`src/core/cbted_consts.svh`:
```
// offsets, field positions and reset values of the bit timing block
`ifndef CBTED_CONSTS_SVH
`define CBTED_CONSTS_SVH

`define CBTED_CFG_OFS      8'h00
`define CBTED_STAT_OFS     8'h04

`define CBTED_PSC_MSB      5
`define CBTED_PSC_LSB      0
`define CBTED_SJW_MSB      7
`define CBTED_SJW_LSB      6
`define CBTED_SAM_BIT      14
`define CBTED_PH2SEL_BIT   15
`define CBTED_PH1_MSB      18
`define CBTED_PH1_LSB      16
`define CBTED_PH2_MSB      21
`define CBTED_PH2_LSB      19
`define CBTED_PROP_MSB     24
`define CBTED_PROP_LSB     22

`define CBTED_CFG_RST      32'h0092_8000
`define CBTED_CFG_MASK     32'h01ff_c0ff

`define CBTED_BIT_TQ_MIN   6'h08
`define CBTED_BIT_TQ_MAX   6'h19
`define CBTED_CRC_POLY     15'h4599
`define CBTED_STUFF_RUN    3'h5
`define CBTED_EOF_LAST     3'h6

`define CBTED_ERR_BIT      0
`define CBTED_ERR_ACK      1
`define CBTED_ERR_FORM     2
`define CBTED_ERR_STUFF    3
`define CBTED_ERR_CRC      4
`define CBTED_ST_CFG_REJ   5
`define CBTED_ST_RX_LVL    6

`endif

```
`src/core/cbted_pkg.sv`:
```
// types shared by both ends of the bit timing block
package cbted_pkg;

  typedef enum logic [3:0] {
    fld_idle, fld_sof, fld_arb, fld_ctrl, fld_data, fld_crc, fld_crc_del,
    fld_ack_slot, fld_ack_del, fld_eof, fld_ifs, fld_err_frame
  } cbted_field_type;

  typedef struct packed {
    logic        rx_meta;
    logic        rx_sync;
    logic        rx_prev;
    logic [2:0]  hist;
    logic        edge_pend;
    logic [6:0]  psc;
    logic [5:0]  pos;
    logic [2:0]  add;
    logic [2:0]  sub;
    logic        rx_bit;
    logic        sample;
    logic        bit_start;
    logic        can_tx;
    logic        stuff_bit;
    logic [4:0]  err;
    logic [2:0]  same_cnt;
    logic        last_lvl;
    logic [2:0]  eof_cnt;
    logic [14:0] crc;
    logic [14:0] rxcrc;
  } cbted_dev_st_type;

  typedef struct packed {
    logic [31:0] cfg;
    logic [5:0]  status;
    logic        dp_wr;
    logic        dp_cfg;
    logic        dp_stat;
    logic [31:0] hrdata;
    logic        hreadyout;
    logic        hresp;
  } cbted_ctl_st_type;

endpackage

```
`src/core/cbted_link_if.sv`:
```
// link between the bit timing end and the controller end
`timescale 1ns/1ns
interface cbted_link_if;
  logic [31:0] cfg;
  logic        sample;
  logic        rx_bit;
  logic [4:0]  err;

  modport dev (input cfg, output sample, output rx_bit, output err);
  modport ctl (output cfg, input sample, input rx_bit, input err);
endinterface

```
`src/core/cbted_dev_end.sv`:
```
// bit timing, sampling, synchronisation and error detection end
`timescale 1ns/1ns
`include "cbted_consts.svh"

// Contract
// - bit time is 8 to 25 quanta
// - sync, prop, phase one, phase two in order
// - phase two programmed or copied from phase one
// - sample at phase one / phase two boundary
// - select bit 14 picks three-sample majority
// - hard sync only on start-of-frame falling edge
// - late edge lengthens, early edge shortens phase
// - adjustment capped by jump width field 7:6
// - quantum is system clock over 2*(prescaler+1)
// - prop plus phase one not below phase two
// - phase two longer than jump width
// - quantum rate an integer multiple of bit rate
// - transmitter flags readback mismatch as bit error
// - no bit error for a recessive bit sent in arbitration or ack
// - passive error frame dominant readback is fine
// - missing ack flags ack error, repeat message; only the ack error is flagged here, nothing repeats the message
// - illegal level in fixed fields is form error
// - receiver ignores dominant last end-of-frame bit
// - sixth equal stuffed bit is stuff error
// - receiver checks computed crc against received crc
module cbted_dev_end
  import cbted_pkg::*;
(
  input  logic            hclk,
  input  logic            hresetn,
  cbted_link_if.dev       link,
  input  logic            can_rx,
  output logic            can_tx,
  input  cbted_field_type field,
  input  logic            transmitting,
  input  logic            passive_err_frame,
  input  logic            tx_bit,
  output logic            bit_start,
  output logic            rx_valid,
  output logic            rx_level,
  output logic            stuff_bit
);

  localparam cbted_dev_st_type DEV_RST = '{
    rx_meta: 1'b1, rx_sync: 1'b1, rx_prev: 1'b1, hist: 3'h7, rx_bit: 1'b1,
    can_tx: 1'b1, last_lvl: 1'b1, default: '0
  };

  cbted_dev_st_type st_ff;
  cbted_dev_st_type nxt_st;

  logic [6:0] psc_max;
  logic [2:0] resync_jump_width;
  logic [5:0] prop_len;
  logic [5:0] ph1_len;
  logic [5:0] ph2_len;
  logic [5:0] sp_o;
  logic [5:0] end_o;
  logic [5:0] sp_n;
  logic [5:0] end_n;
  logic [5:0] rem;
  logic [2:0] add_n;
  logic [2:0] sub_n;
  logic       tick;
  logic       edge_fall;
  logic       restart;
  logic       sb;
  logic       stuffed;
  logic       fixed_form;

  assign psc_max  = {link.cfg[`CBTED_PSC_MSB:`CBTED_PSC_LSB], 1'b1};
  assign resync_jump_width      = {1'b0, link.cfg[`CBTED_SJW_MSB:`CBTED_SJW_LSB]} + 3'h1;
  assign prop_len = {3'h0, link.cfg[`CBTED_PROP_MSB:`CBTED_PROP_LSB]} + 6'h1;
  assign ph1_len  = {3'h0, link.cfg[`CBTED_PH1_MSB:`CBTED_PH1_LSB]} + 6'h1;
  // phase two copies phase one unless its own length is selected
  assign ph2_len  = link.cfg[`CBTED_PH2SEL_BIT] ?
                    {3'h0, link.cfg[`CBTED_PH2_MSB:`CBTED_PH2_LSB]} + 6'h1 :
                    ph1_len;
  // >= rather than == so a shrinking prescaler cannot strand the counter
  assign tick      = st_ff.psc >= psc_max;
  assign edge_fall = st_ff.rx_prev & ~st_ff.rx_sync;
  // pos 0 is sync, then prop, phase one, phase two from sp_o on
  assign sp_o  = 6'h1 + prop_len + ph1_len + {3'h0, st_ff.add};
  assign end_o = sp_o + ph2_len - {3'h0, st_ff.sub} - 6'h1;
  assign stuffed    = field inside {fld_sof, fld_arb, fld_ctrl, fld_data, fld_crc};
  assign fixed_form = field inside {fld_crc_del, fld_ack_del, fld_eof, fld_ifs};

  always_comb begin
    nxt_st  = st_ff;
    add_n   = st_ff.add;
    sub_n   = st_ff.sub;
    restart = 1'b0;
    rem     = 6'h0;
    sp_n    = sp_o;
    end_n   = end_o;
    // majority of the last two quanta and the current one
    sb = link.cfg[`CBTED_SAM_BIT] ?
         ((st_ff.hist[1] & st_ff.hist[0]) | (st_ff.hist[1] & st_ff.rx_sync) |
          (st_ff.hist[0] & st_ff.rx_sync)) :
         st_ff.rx_sync;
    nxt_st.rx_meta   = can_rx;
    nxt_st.rx_sync   = st_ff.rx_meta;
    nxt_st.rx_prev   = st_ff.rx_sync;
    nxt_st.sample    = 1'b0;
    nxt_st.bit_start = 1'b0;
    nxt_st.stuff_bit = 1'b0;
    nxt_st.err       = 5'h0;

    if (edge_fall && field == fld_idle && st_ff.rx_bit) begin
      // restart the bit on the edge; the current quantum becomes sync
      nxt_st.psc       = 7'h0;
      nxt_st.pos       = 6'h0;
      nxt_st.add       = 3'h0;
      nxt_st.sub       = 3'h0;
      nxt_st.edge_pend = 1'b0;
      nxt_st.bit_start = 1'b1;
      nxt_st.can_tx    = transmitting ? tx_bit : 1'b1;
      nxt_st.crc       = 15'h0;
      nxt_st.rxcrc     = 15'h0;
      nxt_st.same_cnt  = 3'h0;
    end else begin
      nxt_st.psc = tick ? 7'h0 : st_ff.psc + 7'h1;
      if (tick) begin
        nxt_st.hist      = {st_ff.hist[1:0], st_ff.rx_sync};
        nxt_st.edge_pend = 1'b0;
        if (st_ff.edge_pend) begin
          if (st_ff.pos < sp_o) begin
            add_n = (st_ff.pos < {3'h0, resync_jump_width}) ? st_ff.pos[2:0] : resync_jump_width;
          end else begin
            rem = end_o - st_ff.pos + 6'h1;
            if (rem <= {3'h0, resync_jump_width}) begin
              restart = 1'b1;
            end else begin
              sub_n = resync_jump_width;
            end
          end
        end
        sp_n       = 6'h1 + prop_len + ph1_len + {3'h0, add_n};
        end_n      = sp_n + ph2_len - {3'h0, sub_n} - 6'h1;
        nxt_st.add = add_n;
        nxt_st.sub = sub_n;
        if (restart || st_ff.pos >= end_n) begin
          nxt_st.pos       = restart ? 6'h1 : 6'h0;
          nxt_st.add       = 3'h0;
          nxt_st.sub       = 3'h0;
          nxt_st.bit_start = 1'b1;
          nxt_st.can_tx    = transmitting ? tx_bit : 1'b1;
        end else begin
          nxt_st.pos = st_ff.pos + 6'h1;
          if (st_ff.pos + 6'h1 == sp_n) begin
            nxt_st.sample = 1'b1;
          end
        end
      end
      // edges after a dominant sample or inside sync need no correction
      if (edge_fall && field != fld_idle && st_ff.rx_bit && st_ff.pos != 6'h0) begin
        nxt_st.edge_pend = 1'b1;
      end
    end

    if (nxt_st.sample) begin
      nxt_st.rx_bit = sb;
      if (transmitting && sb != st_ff.can_tx &&
          !(st_ff.can_tx && (field == fld_arb || field == fld_ack_slot)) &&
          !(passive_err_frame && !sb)) begin
        nxt_st.err[`CBTED_ERR_BIT] = 1'b1;
      end
      if (transmitting && field == fld_ack_slot && sb) begin
        nxt_st.err[`CBTED_ERR_ACK] = 1'b1;
      end
      nxt_st.eof_cnt = (field == fld_eof) ? st_ff.eof_cnt + 3'h1 : 3'h0;
      if (fixed_form && !sb &&
          !(!transmitting && field == fld_eof && st_ff.eof_cnt == `CBTED_EOF_LAST)) begin
        nxt_st.err[`CBTED_ERR_FORM] = 1'b1;
      end
      if (stuffed) begin
        if (sb != st_ff.last_lvl) begin
          nxt_st.same_cnt  = 3'h1;
          nxt_st.last_lvl  = sb;
          nxt_st.stuff_bit = st_ff.same_cnt == `CBTED_STUFF_RUN;
        end else if (st_ff.same_cnt == `CBTED_STUFF_RUN) begin
          nxt_st.err[`CBTED_ERR_STUFF] = 1'b1;
          nxt_st.same_cnt              = 3'h0;
        end else begin
          nxt_st.same_cnt = st_ff.same_cnt + 3'h1;
        end
        // stuff bits are dropped before the crc sees the stream
        if (!nxt_st.stuff_bit) begin
          if (field == fld_crc) begin
            nxt_st.rxcrc = {st_ff.rxcrc[13:0], sb};
          end else begin
            nxt_st.crc = {st_ff.crc[13:0], 1'b0} ^
                         ((sb ^ st_ff.crc[14]) ? `CBTED_CRC_POLY : 15'h0);
          end
        end
      end else begin
        nxt_st.same_cnt = 3'h0;
      end
      if (field == fld_crc_del && !transmitting && st_ff.crc != st_ff.rxcrc) begin
        nxt_st.err[`CBTED_ERR_CRC] = 1'b1;
      end
    end
  end

  always_ff @(posedge hclk or negedge hresetn) begin
    if (!hresetn) begin
      st_ff <= DEV_RST;
    end else begin
      st_ff <= nxt_st;
    end
  end

  assign can_tx      = st_ff.can_tx;
  assign bit_start   = st_ff.bit_start;
  assign rx_valid    = st_ff.sample;
  assign rx_level    = st_ff.rx_bit;
  assign stuff_bit   = st_ff.stuff_bit;
  assign link.sample = st_ff.sample;
  assign link.rx_bit = st_ff.rx_bit;
  assign link.err    = st_ff.err;

endmodule

```
`src/flat_wrapper.sv`:
```
// flat-port wrapper written by rule: the top's interface ports become plain ports
module cbted_dev_end_flat import cbted_pkg::*;
  (hclk, hresetn, can_rx, can_tx, field, transmitting, passive_err_frame, tx_bit, bit_start, rx_valid, rx_level, stuff_bit, link_cfg, link_sample, link_rx_bit, link_err);
  cbted_link_if link_i ();
  input  logic hclk;
  input  logic hresetn;
  input  logic can_rx;
  output logic can_tx;
  input  cbted_field_type field;
  input  logic transmitting;
  input  logic passive_err_frame;
  input  logic tx_bit;
  output logic bit_start;
  output logic rx_valid;
  output logic rx_level;
  output logic stuff_bit;
  input wire logic [$bits(link_i.cfg)-1:0] link_cfg;
  output wire logic [$bits(link_i.sample)-1:0] link_sample;
  output wire logic [$bits(link_i.rx_bit)-1:0] link_rx_bit;
  output wire logic [$bits(link_i.err)-1:0] link_err;
  assign link_i.cfg = link_cfg;
  assign link_sample = link_i.sample;
  assign link_rx_bit = link_i.rx_bit;
  assign link_err = link_i.err;
  cbted_dev_end u_core (.hclk(hclk), .hresetn(hresetn), .link(link_i), .can_rx(can_rx), .can_tx(can_tx), .field(field), .transmitting(transmitting), .passive_err_frame(passive_err_frame), .tx_bit(tx_bit), .bit_start(bit_start), .rx_valid(rx_valid), .rx_level(rx_level), .stuff_bit(stuff_bit));
endmodule
```
`config.mk`:
```
export PLATFORM = sky130hd
export DESIGN_NAME = cbted_dev_end_flat
export DESIGN_NICKNAME = d
export VERILOG_FILES = /design/src/core/cbted_pkg.sv /design/src/core/cbted_link_if.sv /design/src/core/cbted_dev_end.sv /design/src/flat_wrapper.sv
export VERILOG_INCLUDE_DIRS = /design/src /design/src/core
export SDC_FILE = /design/constraint.sdc
export NUM_CORES = 1
export LEC_CHECK = 0
export ABC_AREA = 1
export BUFFER_PORTS_ARGS = -buffer_cell sky130_fd_sc_hd__buf_2
export CORE_MARGIN = 2
export CORE_UTILIZATION = 60
export DETAILED_ROUTE_END_ITERATION = 10
export PLACE_DENSITY = 0.8
export RECOVER_POWER = 50
export SYNTH_ARGS = -nofsm -noshare
export SYNTH_HDL_FRONTEND = slang
export SYNTH_SLANG_ARGS = --single-unit
```
`constraint.sdc`:
```
create_clock -name hclk -period 18 [get_ports hclk]
set_clock_uncertainty 0.15 [all_clocks]
set_input_delay 2.7 -clock hclk [delete_from_list [all_inputs] [get_ports hclk]]
set_output_delay 2.7 -clock hclk [all_outputs]
set_load 0.02 [all_outputs]
```
==> metrics.txt, run 1 <==
status finished with violations; failing checks capacitance limit, slew limit; DRT iter0 DRCs just under 600; Remaining DRCs 0; H-tree levels 3; crit path capture type register; final worst slack a little over 7 ns; CP Class in -> reg; buffer and inverter count on the worst path 8; Syn-to-layout area delta 5.18%; LEAKAGE about 3.9 nW; compound-cell area share of the yosys netlist between 8 and 9%; Synth Flop Type dfrtp_1; Vias/cell approximately 5.3; Overflow after GRT 0; CTS Buffer Depth 2; Hold Path Class reg -> reg; fin crit share 60.7%; mux cell area share after synthesis 0.446%; Fmax 0.0915 GHz; Max rail drop VDD ~0.14 mV; startpoint type of the worst setup path input port; die span in y 110 microns; first-pass GRT wire length 26600 microns; FFs w/ async S/R, synth 100%; cts repair resizes 0; Max-slew headroom -163%; Finished Layout Cells ~1200; WP data required around 18 ns; final hold violation count 0; average wire per standard cell roughly 13 microns; RSZ-0062 raised after global routing no; CTS tree built; Syn Area/Cell around 6.8 sq um; YS warnings 0; HPWL after detailed placement around 11000 microns; Register Area 0.00181 sq mm; multi-input logic area 0.00419 sq mm; max-slew violation count 73; Synth Area in Adders around 14%; ratio of cells with drive above 1 in the final layout 9.68%; most frequent CP cell nand2_1; main combinational cell family by area after synthesis simple AND/OR/NAND/NOR gates; Gate Count Post-Synth between 900 and 1000; num ports 54; Slowest cell on crit path nor2_4; highest metal used met4; Final setup viols 0; Setup TNS Final 0 ns; largest net degree at the start of global routing 73; Synth Area in XOR/XNOR between 4 and 5%; CP peak stage delay slightly above 0.6 ns; Seq/Total Area, Yosys 26.9%; routed via count slightly above 6000; Pwr per Cell Area around 180 mW/mm^2; Post-CTS Setup Bufs 0; Mapped Area approximately 0.0067 sq mm; drt pass-1 iters 6; Hold WS 0.214 ns; initial antenna violation count 0; CTS Buf Count 9; Post-DRT Antenna Nets 0; dpl cells 1136; Die X 110 microns; metal2 WL 6560 microns; hold bufs inserted after CTS 0; Max-Cap Viols 1; CTS root buf clkbuf_8; Antenna Cells 0; M1 wire length about 7400 microns; Detailed Route WL 15100 microns; post-layout minimum cycle time about 11 ns; vias in the first global route between 5000 and 6000; Unique masters post-synth between 40 and 50; Placer Congestion around 0.88; dpl ws slightly below 7 ns; fin nets 1118; syn nets 1097; FF+latch count, synth 72; die area 0.0121 sq mm; Tot GR Track Use between 20% and 30%; worst skew pair latency 0.36 ns; simple-gate share of the synthesized area ~34%; largest delay contributor family on the critical path adder cells; crit-path max FO 31; IO buf count 40; Worst-path clk slew 0.08 ns; wire length on met3 roughly 900 microns; Post-synth EDFFs 0; clock sinks just over 70; placement row count 38; Worst-Margin Slew roughly 3.9 ns; core box area about 0.011 sq mm; CP Data Arrival Time between 10 and 15 ns; Fill cells about 1000; Initial Util 61.9%
-- layout make-up --
cell class,instances,area share (%)
multi-input combinational,741,59.1
inverter,140,7.41
timing repair buffer,43,3.07
sequential,72,25.6
tap,140,2.47
clock inverter,3,0.247
clock buffer,13,2.10
-- registers in the layout, indices dropped and copies added, names as in the netlist --
signal / flops
u_core.link.rx_bit: 1
u_core.st_ff: 60
u_core.stuff_bit: 1
u_core.link.err: 5
u_core.nxt_st: 2
u_core.can_tx: 1
u_core.link.sample: 1
u_core.bit_start: 1
-- layer usage --
layer,track usage [%],vias up
li1,-,3169
met1,40.5,2754
met2,42.9,179
met3,3.12,20
met4,7.41,0
met5,0,-
-- metrics by stage --
stage / power (mW) / area (sq um) / util (%)
after floorplan: 0.988 / 6740 / -
after global placement: 1.13 / 6930 / 63.6
after detailed placement: 1.17 / 6930 / 63.6
after CTS: 1.29 / 7100 / 65.2
after global routing: 1.47 / 7090 / 65.1
final: 1.29 / 7090 / 65.1
-- synth_stat cells (9+ instances only) --
library cell,instances,area (sq um)
buf_2,9,45.0
fa_1,14,280
ha_1,55,688
o21ai_0,74,370
dfrtp_1,64,1600
a21oi_1,19,95.1
buf_4,11,82.6
nand4_1,12,75.1
nand2_1,331,1240
xor2_1,20,175
nor2_1,60,225
xnor2_1,13,114
nand3_1,76,380
nand3_2,11,110
inv_1,134,503
-- cell families after synthesis --
group,Yosys count
flip-flops,72
multiplexers,3
buffers and inverters,173
adder cells (fa/ha/maj),69
AND/OR/NAND/NOR,525
XOR/XNOR,33
AO/OA/AOI/OAI,111
-- final timing paths --
| kind | startpoint | to | slack (ns) | cells past startpoint |
|---|---|---|---|---|
| max | link_cfg[16] | u_core.st_ff[32] | 7.07 | 42 |
| min | u_core.nxt_st[71] | u_core.nxt_st[70] | 0.21 | 0 |
| max reg2reg | u_core.st_ff[50] | u_core.st_ff[32] | 9.96 | 38 |
| min reg2reg | u_core.nxt_st[71] | u_core.nxt_st[70] | 0.21 | 0 |
| max in group asynchronous | hresetn | u_core.st_ff[54] | 11.90 | 1 |
| min in group asynchronous | hresetn | u_core.st_ff[64] | 3.55 | 1 |
-- layout by cell type, fill, tap and decap left out, types with 10 or more instances in the layout --
master,n
nand2_1,331
xor2_1,20
buf_2,36
nand3_2,11
o21ai_0,74
nand3_1,76
nand4_1,12
fa_1,14
dfrtp_1,64
xnor2_1,13
a21oi_1,19
inv_1,134
ha_1,55
clkbuf_8,10
nor2_1,60
-- where the power goes --
part | switching (mW) | total [mW] | internal, mW
Clock | 0.0647 | 0.118 | 0.0536
Combinational | 0.561 | 0.916 | 0.356
Sequential | 0.0480 | 0.258 | 0.210
(Power assumes the default switching activity.)
==> inputs of run 2 (changes only) <==
- ABC_AREA: 1 -> 0
- CORE_UTILIZATION: 60 -> 55
- PLACE_DENSITY: 0.8 -> 0.78
- clock period: 18 -> 9.95 ns (I/O delays scaled with it)
==> run 2 against run 1 <==
  * The run still ends with capacitance limit, slew limit left
  * Register-to-register slack worse by 7.9 ns
  * Die area down 9.7%
  * Wire length decreased by 24%
  * Critical endpoint is now u_core.st_ff[31]
==> metrics.txt, run 2 <==
status finished with violations; failing checks capacitance limit, slew limit; R2R Setup Slk around 2.1 ns; Syn Area/Cell slightly below 10 sq um; max-slew violation count 73; Antenna Cells 0; fin nets 738; Gate Count Post-Synth 576; Remaining DRCs 0; FF-to-FF End u_core.st_ff[31]; post-layout minimum cycle time around 9.5 ns; FFs w/ async S/R, synth between 90% and 100%; Slowest cell on crit path fa_1; FF+latch count, synth 72; max FFs per register 60; die area 0.0109 sq mm; Hold Path Stages 0; RSZ-0062 raised after global routing no; CTS tree built; Post-synth EDFFs 0; placement row count 36; Hold Path Class reg -> reg; worst r2r src u_core.st_ff[50]; Syn-to-layout area delta 10.2%; Hold EP u_core.nxt_st[70]; drt pass-1 iters 4; HPWL after detailed placement between 8000 and 9000 microns; Synth Flop Type dfrtp_1; dpl cells approximately 750; die span in y roughly 100 microns; Unique masters post-synth 55; Tot GR Track Use 22.4%; Worst-path clk slew 0.07 ns; Mapped Area 0.00556 sq mm; core box area about 0.0098 sq mm; crit path capture type register; CTS Buf Count 9; Overflow after GRT 0; top cells by area, synth dfrtp_1 (29%), ha_1 (12%), mux2i_1 (6.5%), inv_1 (5.7%), xnor2_1 (5.4%); CP Class in -> reg; Die X about 100 microns; Min-Delay Startpoint u_core.nxt_st[71]; most frequent CP cell inv_1; Worst-Margin Slew around 3.8 ns; commonest non-fill, non-tap cell in the layout inv_1; Final setup viols 0; Synth area leader dfrtp_1; Max-Cap Viols 1; most common cell in the netlist inv_1; worst skew pair latency between 0.3 and 0.4 ns; YS warnings 0; IO buf count 40; Post-synth top cells inv_1 (84), dfrtp_1 (64), ha_1 (55); Finished Layout Cells 764; Placed Area ~0.0060 sq mm; num ports 54; Initial Util 56.9%; Fmax approximately 0.11 GHz; vias in the first global route ~4300; CP peak stage delay roughly 0.53 ns; most frequent cells in the layout inv_1 (84), dfrtp_1 (64), ha_1 (55); ratio of cells with drive above 1 in the final layout approximately 15%; Max-slew headroom -155%; DRT iter0 DRCs 200; syn nets roughly 690; hold bufs inserted after CTS 0; CTS Buffer Depth 2; CP Data Arrival Time 9.56 ns; first-pass GRT wire length between 15000 and 20000 microns; CTS root buf clkbuf_8; WP data required 10.02 ns; design area 0.00612 sq mm; crit-path max FO 12; Seq/Total Area, Yosys approximately a third; Fill cells about 830; Detailed Route WL approximately 12000 microns; share of the synthesized area in the top cell type between 20% and 30%; final hold violation count 0; initial antenna violation count 0; Placer Congestion ~0.89; H-tree levels 3; startpoint type of the worst setup path input port; clock sinks 72; Setup TNS Final 0 ns; largest reg by FF count u_core.st_ff; routed via count ~4200; Post-DRT Antenna Nets 0; average wire per standard cell about 15 microns; largest net degree at the start of global routing 73; fin crit share a little over nine tenths; Vias/cell around 5.5; worst-case reg-to-reg path depth 31
==> run 2: layer usage <==
layer | routed length [microns] | global-route usage, %
met2 | 5750 | 37.8
met5 | 0 | 0
met4 | 137 | 6.27
met3 | 372 | 3.63
met1 | 5270 | 29.8
==> run 2: logic make-up after synthesis <==
family	Yosys count	share of synthesized area, %
multiplexers	46	8.51
AND/OR/NAND/NOR	146	13.9
buffers and inverters	99	7.43
AO/OA/AOI/OAI	89	11.2
adder cells (fa/ha/maj)	69	17.4
XOR/XNOR	55	8.91
flip-flops	72	32.6
==> run 2: area by class of cell <==
type / count / area (sq um) / area share, %
multi-input combinational: 405 / 3350 / 54.6
sequential: 72 / 1810 / 29.6
timing repair buffer: 55 / 330 / 5.39
inverter: 84 / 315 / 5.15
tap: 133 / 166 / 2.72
clock buffer: 11 / 131 / 2.15
clock inverter: 4 / 22.5 / 0.368
==> run 2: how the worst max path moves through the flow <==
stage,start,end,slack (ns)
after floorplan,link_cfg[16],u_core.st_ff[31],0.40
after global placement,link_cfg[16],u_core.st_ff[31],0.17
after detailed placement,link_cfg[16],u_core.st_ff[31],0.02
after CTS,link_cfg[16],u_core.st_ff[31],0.37
after global routing,link_cfg[16],u_core.st_ff[31],0.04
final,link_cfg[16],u_core.st_ff[31],0.46
==> run 2: what timing repair did <==
action / in CTS / in global routing
gates resized for setup: 0 / 3
endpoints found under the setup margin: 0 / 36
endpoints found under the hold margin: 0 / 0
setup buffers: 0 / 1
==> run 2: worst max-delay path, delay by kind of cell <==
kind	cells	cell delay [ns]
fa+ha+maj	10	3.98
xor+xnor	2	0.33
compound gates	8	1.66
simple gates	3	0.54
mux	2	0.65
buf+inv	10	0.90
==> run 2: per-stage QoR <==
stage / setup WS [ns] / utilization, % / hold WS, ns
4_1_cts: 0.369 / 62.5 / 0.214
3_3_place_gp: 0.168 / 60.9 / 0.208
3_5_place_dp: 0.0240 / 60.9 / 0.208
2_1_floorplan: 0.403 / - / 0.195
6_report: 0.461 / 62.7 / 0.226
5_1_grt: 0.0408 / 62.7 / 0.244
Power of run 2 is left out: the tool's default activity adds up to more than one toggle a clock period on the data nets, which glitch-free logic cannot reach.
